**config.mk**
```make
export PLATFORM = sky130hd
export DESIGN_NAME = line_intl_control_regs
export DESIGN_NICKNAME = d
export VERILOG_FILES = /design/src/shared/line_intl_pkg.sv /design/src/pin_sync3.sv /design/src/line_intl_control_regs.sv
export VERILOG_INCLUDE_DIRS = /design/src /design/src/shared
export SDC_FILE = /design/constraint.sdc
export NUM_CORES = 1
export LEC_CHECK = 0
export ABC_AREA = 1
export CAP_MARGIN = 20
export CORE_MARGIN = 2
export CORE_UTILIZATION = 43
export DETAILED_ROUTE_END_ITERATION = 7
export DONT_BUFFER_PORTS = 1
export PLACE_DENSITY = 0.7
export SYNTH_ARGS = -nofsm -noshare
export SYNTH_HDL_FRONTEND = slang
export SYNTH_SLANG_ARGS = --single-unit
```
**constraint.sdc**
```tcl
create_clock -name CLK -period 1.1 [get_ports CLK]
set_clock_uncertainty 0.15 [all_clocks]
set_input_delay 0 -clock CLK [delete_from_list [all_inputs] [get_ports CLK]]
set_output_delay 0 -clock CLK [all_outputs]
set_load 0.02 [all_outputs]
```
**src/shared/line_intl_cfg.svh**
```systemverilog
`ifndef LINE_INTL_CFG_SVH
`define LINE_INTL_CFG_SVH

// register addresses on the control port
`define ADDR_LINE_CTL3      8'h12
`define ADDR_OVL_STATUS     8'h13

// line control register fields
`define CTL3_DIAL_BIT       6
`define CTL3_FORCE_BIT      5
`define CTL3_VOL_HI         4
`define CTL3_VOL_LO         3
`define CTL3_FULL_WAVE_BIT  1
`define CTL3_SQUELCH_BIT    0
`define CTL3_WRITE_MASK     8'h7b
`define CTL3_RESET_VAL      8'h00

// overload status register fields
`define STAT_OVL_BIT        2
`define STAT_BIT7_VAL       1'b0

// termination select code for standard voltage mode
`define TERM_STD_VOLT       2'b10

// line voltage steps, signed units of 0.125 V
`define VOL_CODE_NORMAL     2'b00
`define VOL_CODE_DOWN_1     2'b01
`define VOL_CODE_UP_2       2'b10
`define VOL_CODE_UP_1       2'b11
`define VOL_STEP_NONE       3'h0
`define VOL_STEP_DOWN_1     3'h7
`define VOL_STEP_UP_2       3'h2
`define VOL_STEP_UP_1       3'h1

`endif

```
**src/shared/line_intl_pkg.sv**
```systemverilog
package line_intl_pkg;

    typedef struct packed {
        logic [7:0] line_ctl;
        logic       ovl_live;
        logic       ovl_sticky;
        logic [7:0] rdata;
        logic       rvalid;
        logic       ring_ind_n;
        logic       force_lv;
        logic [2:0] volt_step;
    } ctrl_state_t;

endpackage : line_intl_pkg

```
**src/pin_sync3.sv**
```systemverilog
`timescale 1ns/10ps
module pin_sync3 #(
    parameter int W = 1
) (
    input  wire logic         clk,
    input  wire logic         rst,
    input  wire logic [W-1:0] din,
    output logic      [W-1:0] dout
);
    typedef struct packed {
        logic [W-1:0] s1;
        logic [W-1:0] s2;
        logic [W-1:0] s3;
        logic [W-1:0] q;
    } sync_state_t;

    sync_state_t st_reg;
    sync_state_t st_next;

    // a change counts once second and third stages agree
    always_comb begin
        st_next    = st_reg;
        st_next.s1 = din;
        st_next.s2 = st_reg.s1;
        st_next.s3 = st_reg.s2;
        for (int i = 0; i < W; i++) begin
            if (st_reg.s2[i] == st_reg.s3[i]) begin
                st_next.q[i] = st_reg.s3[i];
            end
        end
    end

    always_ff @(posedge clk) begin
        if (rst) begin
            st_reg <= '0;
        end else begin
            st_reg <= st_next;
        end
    end

    assign dout = st_reg.q;
endmodule : pin_sync3

```
**src/line_intl_control_regs.sv**
```systemverilog
`timescale 1ns/10ps
`include "line_intl_cfg.svh"
module line_intl_control_regs (
    input  wire logic       CLK,
    input  wire logic       SYS_RST,
    input  wire logic [7:0] REG_ADDR,
    input  wire logic       REG_WR,
    input  wire logic [7:0] REG_WDATA,
    input  wire logic       REG_RD,
    output logic      [7:0] REG_RDATA,
    output logic            REG_RVALID,
    input  wire logic [1:0] TERMINATION_SELECT,
    input  wire logic       BILLING_TONE_ENABLE,
    input  wire logic       OVERLOAD_STICKY_CLR,
    input  wire logic       RX_OVERLOAD,
    input  wire logic       RING_SENSE_POS,
    input  wire logic       RING_SENSE_NEG,
    output logic            DIAL_HEADROOM,
    output logic            FORCE_LOW_VOLT_TERM,
    output logic      [2:0] LINE_VOLT_STEP,
    output logic            RING_FULL_WAVE_SELECT,
    output logic            RING_NETWORK_SQUELCH,
    output logic            RING_INDICATOR_OUT_N,
    output logic            OVERLOAD_LIVE_FLAG,
    output logic            OVERLOAD_STICKY_FLAG
);
    line_intl_pkg::ctrl_state_t st_reg;
    line_intl_pkg::ctrl_state_t st_next;
    logic [2:0]                 pins_s;
    logic                       rx_ovl_s;
    logic                       ring_pos_s;
    logic                       ring_neg_s;
    logic                       wr_ctl;
    logic [7:0]                 status_val;

    pin_sync3 #(
        .W (3)
    ) u_pin_sync (
        .clk  (CLK),
        .rst  (SYS_RST),
        .din  ({RX_OVERLOAD, RING_SENSE_NEG, RING_SENSE_POS}),
        .dout (pins_s)
    );

    assign rx_ovl_s   = pins_s[2];
    assign ring_neg_s = pins_s[1];
    assign ring_pos_s = pins_s[0];
    assign wr_ctl     = REG_WR && (REG_ADDR == `ADDR_LINE_CTL3);

    always_comb begin
        status_val                 = 8'h00;
        status_val[7]              = `STAT_BIT7_VAL;
        status_val[`STAT_OVL_BIT]  = st_reg.ovl_live;
    end

    always_comb begin
        st_next        = st_reg;
        st_next.rvalid = 1'b0;
        if (wr_ctl) begin
            st_next.line_ctl = REG_WDATA & `CTL3_WRITE_MASK;
        end
        if (REG_RD) begin
            st_next.rvalid = 1'b1;
            case (REG_ADDR)
                `ADDR_LINE_CTL3:  st_next.rdata = st_reg.line_ctl;
                `ADDR_OVL_STATUS: st_next.rdata = status_val;
                default:          st_next.rdata = 8'h00;
            endcase
        end
        // live flag tracks the pin, gated by billing tone enable
        st_next.ovl_live = BILLING_TONE_ENABLE && rx_ovl_s;
        // set wins over a clear in the same cycle
        if (BILLING_TONE_ENABLE && rx_ovl_s) begin
            st_next.ovl_sticky = 1'b1;
        end else if (OVERLOAD_STICKY_CLR) begin
            st_next.ovl_sticky = 1'b0;
        end
        st_next.force_lv = st_reg.line_ctl[`CTL3_FORCE_BIT]
                           && (TERMINATION_SELECT == `TERM_STD_VOLT);
        case (st_reg.line_ctl[`CTL3_VOL_HI:`CTL3_VOL_LO])
            `VOL_CODE_NORMAL: st_next.volt_step = `VOL_STEP_NONE;
            `VOL_CODE_DOWN_1: st_next.volt_step = `VOL_STEP_DOWN_1;
            `VOL_CODE_UP_2:   st_next.volt_step = `VOL_STEP_UP_2;
            `VOL_CODE_UP_1:   st_next.volt_step = `VOL_STEP_UP_1;
            default:          st_next.volt_step = `VOL_STEP_NONE;
        endcase
        // half wave sees the positive lobe only
        st_next.ring_ind_n = !(ring_pos_s
                               || (st_reg.line_ctl[`CTL3_FULL_WAVE_BIT] && ring_neg_s));
    end

    always_ff @(posedge CLK) begin
        if (SYS_RST) begin
            st_reg            <= '0;
            st_reg.line_ctl   <= `CTL3_RESET_VAL;
            st_reg.ring_ind_n <= 1'b1;
        end else begin
            st_reg <= st_next;
        end
    end

    assign REG_RDATA             = st_reg.rdata;
    assign REG_RVALID            = st_reg.rvalid;
    assign DIAL_HEADROOM         = st_reg.line_ctl[`CTL3_DIAL_BIT];
    assign FORCE_LOW_VOLT_TERM   = st_reg.force_lv;
    assign LINE_VOLT_STEP        = st_reg.volt_step;
    assign RING_FULL_WAVE_SELECT = st_reg.line_ctl[`CTL3_FULL_WAVE_BIT];
    assign RING_NETWORK_SQUELCH  = st_reg.line_ctl[`CTL3_SQUELCH_BIT];
    assign RING_INDICATOR_OUT_N  = st_reg.ring_ind_n;
    assign OVERLOAD_LIVE_FLAG    = st_reg.ovl_live;
    assign OVERLOAD_STICKY_FLAG  = st_reg.ovl_sticky;
endmodule : line_intl_control_regs

```
==> qor.txt, run 1 <==
Outcome: finished, violations left
Failing checks: hold timing
CTS Buffer Depth: 2
Critical path class: register to register
Post-DP Area: 1390 µm²
Commonest non-fill, non-tap cell in the layout: inv_1
Placement row count: 20
Hold WS: -0.425 ns
DRT Pass-1 Iters: 4
Largest stage delay on the critical path: 0.37 ns
Yosys reg bits: 33
Vias in the first global route: 991
Placer Congestion: 0.819
Worst reg-to-reg path cell count: 4
Largest net degree at the start of global routing: 19
CP dominant cell by count: nor2_1
Setup crit end kind: register
Setup_tns: 0 ns
First-pass GRT wire length: 4070 µm
TritonCTS clock tree: done
Data arrival time of the worst path: 1.11 ns
CTS Buf Count: 5
Setup repair bufs after CTS: 0
Max reg flops: 7
RSZ-0062 raised after global routing: false
Setup ws final: 0.0660 ns
Leak: 0.738 nW
Fin crit period: 1.03 ns
Max-capacitance violation count: 0
Initial DRC Count: 28
Vias per cell: 4.54
Initial core utilization: 44.9%
Top delay family on crit path: flip-flops
Io pins: 46
Fin nets: 221
Worst vdd ir: 635 µV
Sequential-to-total area share from yosys stat: 48.6%
Final hold vios: 29
CTS H-tree depth: 2
Total clock sinks: 33
Total gr overflow: 0
Ant diodes: 0
Clk root buf: clkbuf_4
Die height: 60.2 µm
Buf/Inv on CP: 1
CP cell instances: inv_1 > ha_1 > nor2_1 > nor2_1
Clock-pin slew on the worst setup and hold paths: 0.10 ns
Commonest non-fill, non-tap cells in the layout: inv_1 (39), dfxtp_1 (33), nor2_1 (22)
Layout cells sized above 1: 13.0%
Fmax: 967 MHz
Core Area: 3030 µm²
Syn Inst Count: 175
Clock Latency Late Sink: 0.33 ns
Critical path required time: 1.18 ns
Final setup viols: 0
Die area: 3630 µm²
DP Worst Slack: 0.0192 ns
Hold path startpoint: SYS_RST
HPWL Detailed: 1780 µm
Die width: 60.2 µm
Mapped Area: 1360 µm²
Drt total wl: 2570 µm
Crit Path Max Fanout: 3
Warnings from Yosys: 0
Reg2Reg Capture Point: LINE_VOLT_STEP[0]
CP Launch Type: register
Pwr/cell area: 1440 nW/µm²
Final instance area: 1610 µm²
DRT antenna net count: 0
Wirelength per Cell: 10.8 µm
Syn nets: 204
PortBufs: 0
Final Max Slew Viols: 0
Setup slack, reg-to-reg: 0.07 ns
Hold Path Depth: 1
Vias post-DR: 1077
Drt drc: 0
Critical path's slowest cell: dfxtp_1
Worst Hold Class: input pin to register
Crit share post-route: 94.0%
RR Startpoint: st_reg[20]
Syn Area/Cell: 7.76 µm²
Area Growth Syn to Fin: 18.5%
Library cells used by synthesis: 21
Initial antenna violation count: 0
Tot GR Track Use: 15.5%
Endpoint, Worst Hold: REG_RDATA[2]
per-stage QoR:
step,hold WS (ns),std cells,util (%),power (W)
3_5_place_dp,-0.0787,215,45.7,0.00137
6_report,-0.425,237,53.2,0.00232
4_1_cts,-0.438,236,52.9,0.00235
2_1_floorplan,-0.0734,175,-,0.00138
5_1_grt,-0.453,237,53.2,0.00243
3_3_place_gp,-0.0777,215,45.7,0.00137
timing repair:
item / CTS / global route
resized for setup: 0 / 0
hold endpoints to repair: 33 / 29
hold buffers: 13 / 1
worst max-delay path by stage:
stage | startpoint | end | slack, ns | cells after the start
5_1_grt | st_reg[20] | LINE_VOLT_STEP[1] | 0.03 | 3
2_1_floorplan | OVERLOAD_LIVE_FLAG | REG_RDATA[2] | 0.09 | 4
6_report | st_reg[20] | LINE_VOLT_STEP[0] | 0.07 | 4
4_1_cts | st_reg[20] | LINE_VOLT_STEP[1] | 0.08 | 3
3_5_place_dp | REG_ADDR[0] | st_reg[20] | 0.02 | 7
3_3_place_gp | REG_ADDR[0] | st_reg[20] | 0.1 | 7
cells in the mapped netlist:
cell type  count  area [µm²]
a31o_2         1        8.76
buf_4         12        90.1
o21ai_0        8        40.0
buf_2          2        10.0
a211oi_1       2        15.0
inv_2          1        3.75
nand2_1       21        78.8
ha_1           2        25.0
a21oi_1       10        50.1
nand4_1        6        37.5
nand3_2        1        10.0
nand3_1        6        30.0
nor2_1        22        82.6
buf_6          2        22.5
inv_1         39         146
dfxtp_1       33         661
nor2_4         2        22.5
nand3b_1       1        7.51
nor3_1         2        10.0
conb_1         1        3.75
clkbuf_1       1        3.75
logic make-up after synthesis:
kind of cell	Yosys count	synth area share [%]
other	1	0.276
flip-flops	33	48.6
AO/OA/AOI/OAI	21	8.38
buffers and inverters	57	20.3
AND/OR/NAND/NOR	61	20.5
adder cells (fa/ha/maj)	2	1.84
worst register-to-register path, delay by kind of cell, from the launching register on:
kind,cells,cell delay [ns]
simple gates,2,0.14
flops,1,0.37
buf+inv,1,0.08
fa+ha+maj,1,0.20
report_power, final:
group	total, W	switching, W	internal (W)
clock network	0.000935	0.000393	0.000543
logic	0.000154	0.0000808	0.0000731
registers	0.00124	0.0000141	0.00122
cell type report:
cell class | count | area (µm²)
fillers | 282 | 1420
inverters | 40 | 150
multi-input cells | 85 | 422
well taps | 44 | 55.1
repair buffers | 27 | 238
flip-flops and latches | 33 | 661
clock inverters | 1 | 30.0
clock buffers | 7 | 55.1
layer usage:
layer	track usage, %	up-vias	part of all wire [%]
met5	0	-	0
met4	8.57	0	1.9
met2	26.6	32	48
met3	5.19	6	6.0
met1	16.6	486	44
li1	-	553	-
(Power assumes the default switching activity.)
==> inputs of run 2 (changes only) <==
- CORE_UTILIZATION: 43 -> 50
- PLACE_DENSITY: 0.7 -> 0.8
- clock period: 1.1 -> 0.92 ns (I/O delays scaled with it)
==> run 2 against run 1 <==
Compared with the run above:
- the run ends with hold timing, setup timing left
- core utilization up 16 points
- cell area rose by 8.8%
- clock-buffer cell count stayed put
- sequential share of layout area down 1.7 points
- global-route usage increased by 1.4 points
- routed wire length is 2.3% higher
- worst hold slack got worse by 0.0015 ns
- via count grew 2.0%
- non-clock buffer count increased by 5
==> qor.txt, run 2 (same netlist as run 1, synthesis figures left out) <==
Data arrival time of the worst path: 1.09 ns (-0.02 ns)
Placer Congestion: 0.699 (-15%)
Setup ws final: -0.0706 ns (-0.137 ns)
HPWL Detailed: 1800 µm (+0.85%)
DRT Pass-1 Iters: 5 (+1)
Worst Hold Class: input pin to register
Wirelength per Cell: 11.5 µm (+6.4%)
Outcome: finished, violations left
Drt drc: 0 (unchanged)
Tot GR Track Use: 16.9% (+1.4 points)
Die height: 56.1 µm (-6.8%)
Clock Latency Late Sink: 0.32 ns (about the same)
Finished Core Util: 69.4% (+16 points)
DRT antenna net count: 0 (unchanged)
Critical path's slowest cell: dlygate4sd3_1
Hold WS: -0.426 ns (-0.00148 ns)
Die width: 56.1 µm (-6.8%)
Largest net degree at the start of global routing: 19 (unchanged)
Crit Path Max Fanout: 7 (+4)
CTS Buf Count: 5 (unchanged)
Crit share post-route: 108%
Critical path required time: 1.02 ns (-0.16 ns)
Final hold vios: 29 (unchanged)
Setup crit end kind: register
Top delay family on crit path: buffers and inverters
Fin crit period: 0.991 ns
Failing checks: hold timing, setup timing
TritonCTS clock tree: done
Pwr/cell area: 1580 nW/µm² (+9.4%)
CTS H-tree depth: 2 (unchanged)
Placement row count: 18 (-10%)
Clock-pin slew on the worst setup and hold paths: 0.09 ns (about the same)
PortBufs: 0 (unchanged)
Fin cells: 228 (-3.8%)
Fmax: 1010 MHz
Total clock sinks: 33 (unchanged)
Final setup viols: 21 (+21)
Clk root buf: clkbuf_4
CP Launch Type: input pin
First-pass GRT wire length: 4110 µm (+0.84%)
CP cell instances: dlygate4sd3_1 > nand3_2 > nand2_1 > inv_1 > nor2_1
Commonest non-fill, non-tap cells in the layout: inv_1 (33), dfxtp_2 (19), nand2_1 (19)
Commonest non-fill, non-tap cell in the layout: inv_1
Fin nets: 226 (+2.3%)
Io pins: 46 (unchanged)
Initial antenna violation count: 0 (unchanged)
Total gr overflow: 0 (unchanged)
Ant diodes: 0 (unchanged)
Vias in the first global route: 1022 (+3.1%)
DP Cell Count: 206 (-4.2%)
CTS Buffer Depth: 2 (unchanged)
Worst vdd ir: 1390 µV (+120%)
Buf/Inv on CP: 2 (+1)
Initial DRC Count: 24 (-14%)
Critical path class: input pin to register
Max-capacitance violation count: 0 (unchanged)
RSZ-0062 raised after global routing: true
Largest stage delay on the critical path: 0.67 ns (+0.30 ns)
Final Max Slew Viols: 0 (unchanged)
Initial core utilization: 53.9% (+9.0 points)
Area Growth Syn to Fin: 28.9%
Drt total wl: 2630 µm (+2.3%)
Vias post-DR: 1099 (+2.0%)
Max reg flops: 7 (unchanged)
Die area: 3150 µm² (-13%)
Vias per cell: 4.82 (+6.1%)
Leak: 0.792 nW (+7.4%)
Layout cells sized above 1: 35.9% (+23 points)
Core Area: 2520 µm² (-17%)
## run 2: per-layer routing
| metal | part of all wire, % | global-route usage [%] |
|---|---|---|
| met5 | 0 | 0 |
| met1 | 39 | 16.6 |
| met4 | 0.80 | 6.80 |
| met3 | 6.4 | 8.14 |
| met2 | 54 | 30.3 |
## run 2: metrics by stage
stage / cell area [µm²] / power (W) / setup WS [ns] / hold slack (ns) / setup TNS, ns
floorplan: 1360 / 0.00164 / -0.0274 / -0.0734 / -0.0274
global placement: 1410 / 0.00164 / -0.00248 / -0.0802 / -0.00248
detailed placement: 1410 / 0.00165 / -0.0404 / -0.0747 / -0.121
CTS: 1670 / 0.00276 / -0.0365 / -0.423 / -0.241
global route: 1750 / 0.00288 / -0.128 / -0.449 / -1.46
finish: 1750 / 0.00276 / -0.0706 / -0.426 / -0.534
## run 2: timing repair
| item | in CTS | in global routing |
|---|---|---|
| hold buffers | 6 | 4 |
| endpoints found under the hold margin | 33 | 29 |
| setup buffers | 4 | 0 |
| pin swaps | 3 | 6 |
| endpoints found under the setup margin | 19 | 26 |
| resized for setup | 32 | 22 |
## run 2: power by group
group	total [W]	switching [W]	internal, W
Sequential	0.00148	0.0000195	0.00146
Clock	0.00110	0.000453	0.000649
Combinational	0.000184	0.0000954	0.0000886
## run 2: final timing paths
| kind | startpoint | end | slack, ns | cells past startpoint |
|---|---|---|---|---|
| max | REG_WR | st_reg[19] | -0.07 | 5 |
| min | SYS_RST | LINE_VOLT_STEP[2] | -0.43 | 1 |
| max reg2reg | st_reg[20] | LINE_VOLT_STEP[1] | -0.03 | 3 |
| min reg2reg | u_pin_sync.st_next[6] | u_pin_sync.st_next[3] | 0.26 | 2 |
## run 2: final cells by class
cell class                 instances  area, µm²
fill                             204        771
clock inverter                     1       30.0
sequential                        33        688
clock buffer                       7       55.1
multi-input combinational         85        463
timing repair buffer              32        325
inverter                          40        153
tap                               30       37.5
## run 2: worst reg2reg max path, cell delays in order (launching register included)
cell	delay [ns]
dfxtp_2	0.37
inv_2	0.06
ha_4	0.26
nor2_2	0.03
==> inputs of run 3 (changes only) <==
- CTS_CLUSTER_DIAMETER: default -> 200
- SKIP_CTS_REPAIR_TIMING: default -> 1
==> run 3 against run 2 <==
Compared with the run above:
- the run still ends with hold timing, setup timing left
- sequential cell count is the same
- register-to-register slack is essentially flat
- total power shrank 0.41%
- clock power is essentially flat
- sequential power is essentially flat
- core utilization shrank 2.1 points
- maximum frequency grew 3.2%
- cell count shrank 1.3%
- setup slack gained 0.031 ns
- global-route usage shrank 1.2 points
==> qor.txt, run 3 (same netlist as run 1, synthesis figures left out) <==
Outcome: finished, violations left
Failing checks: hold timing, setup timing
Commonest non-fill, non-tap cells in the layout: inv_1 (36), dfxtp_2 (19), nand2_1 (19)
Placement row count: 18 (unchanged)
WP depth: 1 (-4)
DRT antenna net count: 0 (unchanged)
Crit share post-route: 104% (-3.3 points)
RSZ-0062 raised after global routing: true
Die area: 3150 µm² (unchanged)
TritonCTS clock tree: done
Layout filler cell count: 208 (+2.0%)
Tot GR Track Use: 15.7% (-1.2 points)
Drt drc: 0 (unchanged)
Ant diodes: 0 (unchanged)
Clk root buf: clkbuf_4
Critical path class: register to primary output
Placer Congestion: 0.699 (unchanged)
HPWL Detailed: 1800 µm (unchanged)
Post-DP Area: 1410 µm² (unchanged)
CTS Buffer Depth: 2 (unchanged)
Critical path's slowest cell: dfxtp_2
Vias per cell: 4.79 (-0.60%)
Final setup viols: 15 (-29%)
Setup crit end kind: primary output
Initial antenna violation count: 0 (unchanged)
First-pass GRT wire length: 3810 µm (-7.2%)
Top delay family on crit path: flip-flops
Total gr overflow: 0 (unchanged)
CP cell instances: buf_6
Leak: 0.779 nW (-1.6%)
Largest net degree at the start of global routing: 19 (unchanged)
Vias post-DR: 1078 (-1.9%)
Max reg flops: 7 (unchanged)
Clock-pin slew on the worst setup and hold paths: 0.10 ns (about the same)
Final instance area: 1700 µm² (-3.0%)
Critical path required time: 0.77 ns (-0.25 ns)
Vias in the first global route: 949 (-7.1%)
Wirelength per Cell: 11.1 µm (-3.6%)
Crit Path Max Fanout: 3 (-4)
Fmax: 1040 MHz (+3.2%)
Commonest non-fill, non-tap cell in the layout: inv_1
Die height: 56.1 µm (unchanged)
Die width: 56.1 µm (unchanged)
Fin nets: 223 (-1.3%)
Fin crit period: 0.960 ns (-0.0306 ns)
Worst vdd ir: 1310 µV (-5.7%)
Setup_tns: -0.289 ns (+0.245 ns)
Finished Core Util: 67.4% (-2.1 points)
Initial core utilization: 53.9% (unchanged)
Total clock sinks: 33 (unchanged)
Initial DRC Count: 17 (-29%)
Layout cells sized above 1: 33.3% (-2.5 points)
Max-capacitance violation count: 0 (unchanged)
Core Area: 2520 µm² (unchanged)
DRT Pass-1 Iters: 4 (-1)
Worst reg-to-reg path cell count: 4 (+1)
Final Max Slew Viols: 0 (unchanged)
DP Worst Slack: -0.0404 ns (unchanged)
Hold WS: -0.427 ns (-0.000831 ns)
Setup ws final: -0.0400 ns (+0.0306 ns)
Final hold vios: 29 (unchanged)
Worst Hold Class: input pin to register
Clock Latency Late Sink: 0.32 ns (about the same)
Hold Path Depth: 1 (unchanged)
CTS H-tree depth: 2 (unchanged)
Pwr/cell area: 1620 nW/µm² (+2.7%)
Area Growth Syn to Fin: 25.0%
CP Launch Type: register
Largest stage delay on the critical path: 0.37 ns (-0.30 ns)
PortBufs: 0 (unchanged)
CTS Buf Count: 5 (unchanged)
Buf/Inv on CP: 1 (-1)
Io pins: 46 (unchanged)
Drt total wl: 2500 µm (-4.9%)
Data arrival time of the worst path: 0.81 ns (-0.28 ns)
run 3: area by class of cell:
cell class / count / area, µm² / area share [%]
clock buffer: 7 / 55.1 / 3.24
clock inverter: 1 / 30.0 / 1.77
inverter: 40 / 150 / 8.84
multi-input combinational: 85 / 454 / 26.7
sequential: 33 / 688 / 40.5
tap: 30 / 37.5 / 2.21
timing repair buffer: 29 / 284 / 16.7
run 3: metrics by stage:
| step | total power, W | cells |
|---|---|---|
| 2_1_floorplan | 0.00164 | 175 |
| 3_3_place_gp | 0.00164 | 206 |
| 4_1_cts | 0.00273 | 214 |
| 3_5_place_dp | 0.00165 | 206 |
| 5_1_grt | 0.00286 | 225 |
| 6_report | 0.00275 | 225 |
run 3: layer usage:
metal,share of wire (%),routed length [µm],global-route usage [%],vias to the layer above
met5,0,0,0,-
met4,0.84,21,6.80,0
li1,-,-,-,552
met1,39,978,15.9,485
met3,7.2,179,7.91,7
met2,53,1320,27.1,34
run 3: path summary, 6_finish.rpt:
path	from	to	slack [ns]
worst min-delay path	SYS_RST	LINE_VOLT_STEP[2]	-0.43
worst max-delay path	DIAL_HEADROOM	DIAL_HEADROOM	-0.04
worst min register to register	u_pin_sync.st_next[6]	u_pin_sync.st_next[3]	0.26
worst max register to register	st_reg[20]	LINE_VOLT_STEP[0]	-0.03
run 3: where the power goes:
part	leakage (nW)	internal [W]	total (W)	switching, W
combinational	0.456	0.0000797	0.000169	0.0000891
clock	0.0455	0.000649	0.00111	0.000457
sequential	0.277	0.00146	0.00148	0.0000192
total	0.779	0.00219	0.00275	0.000566
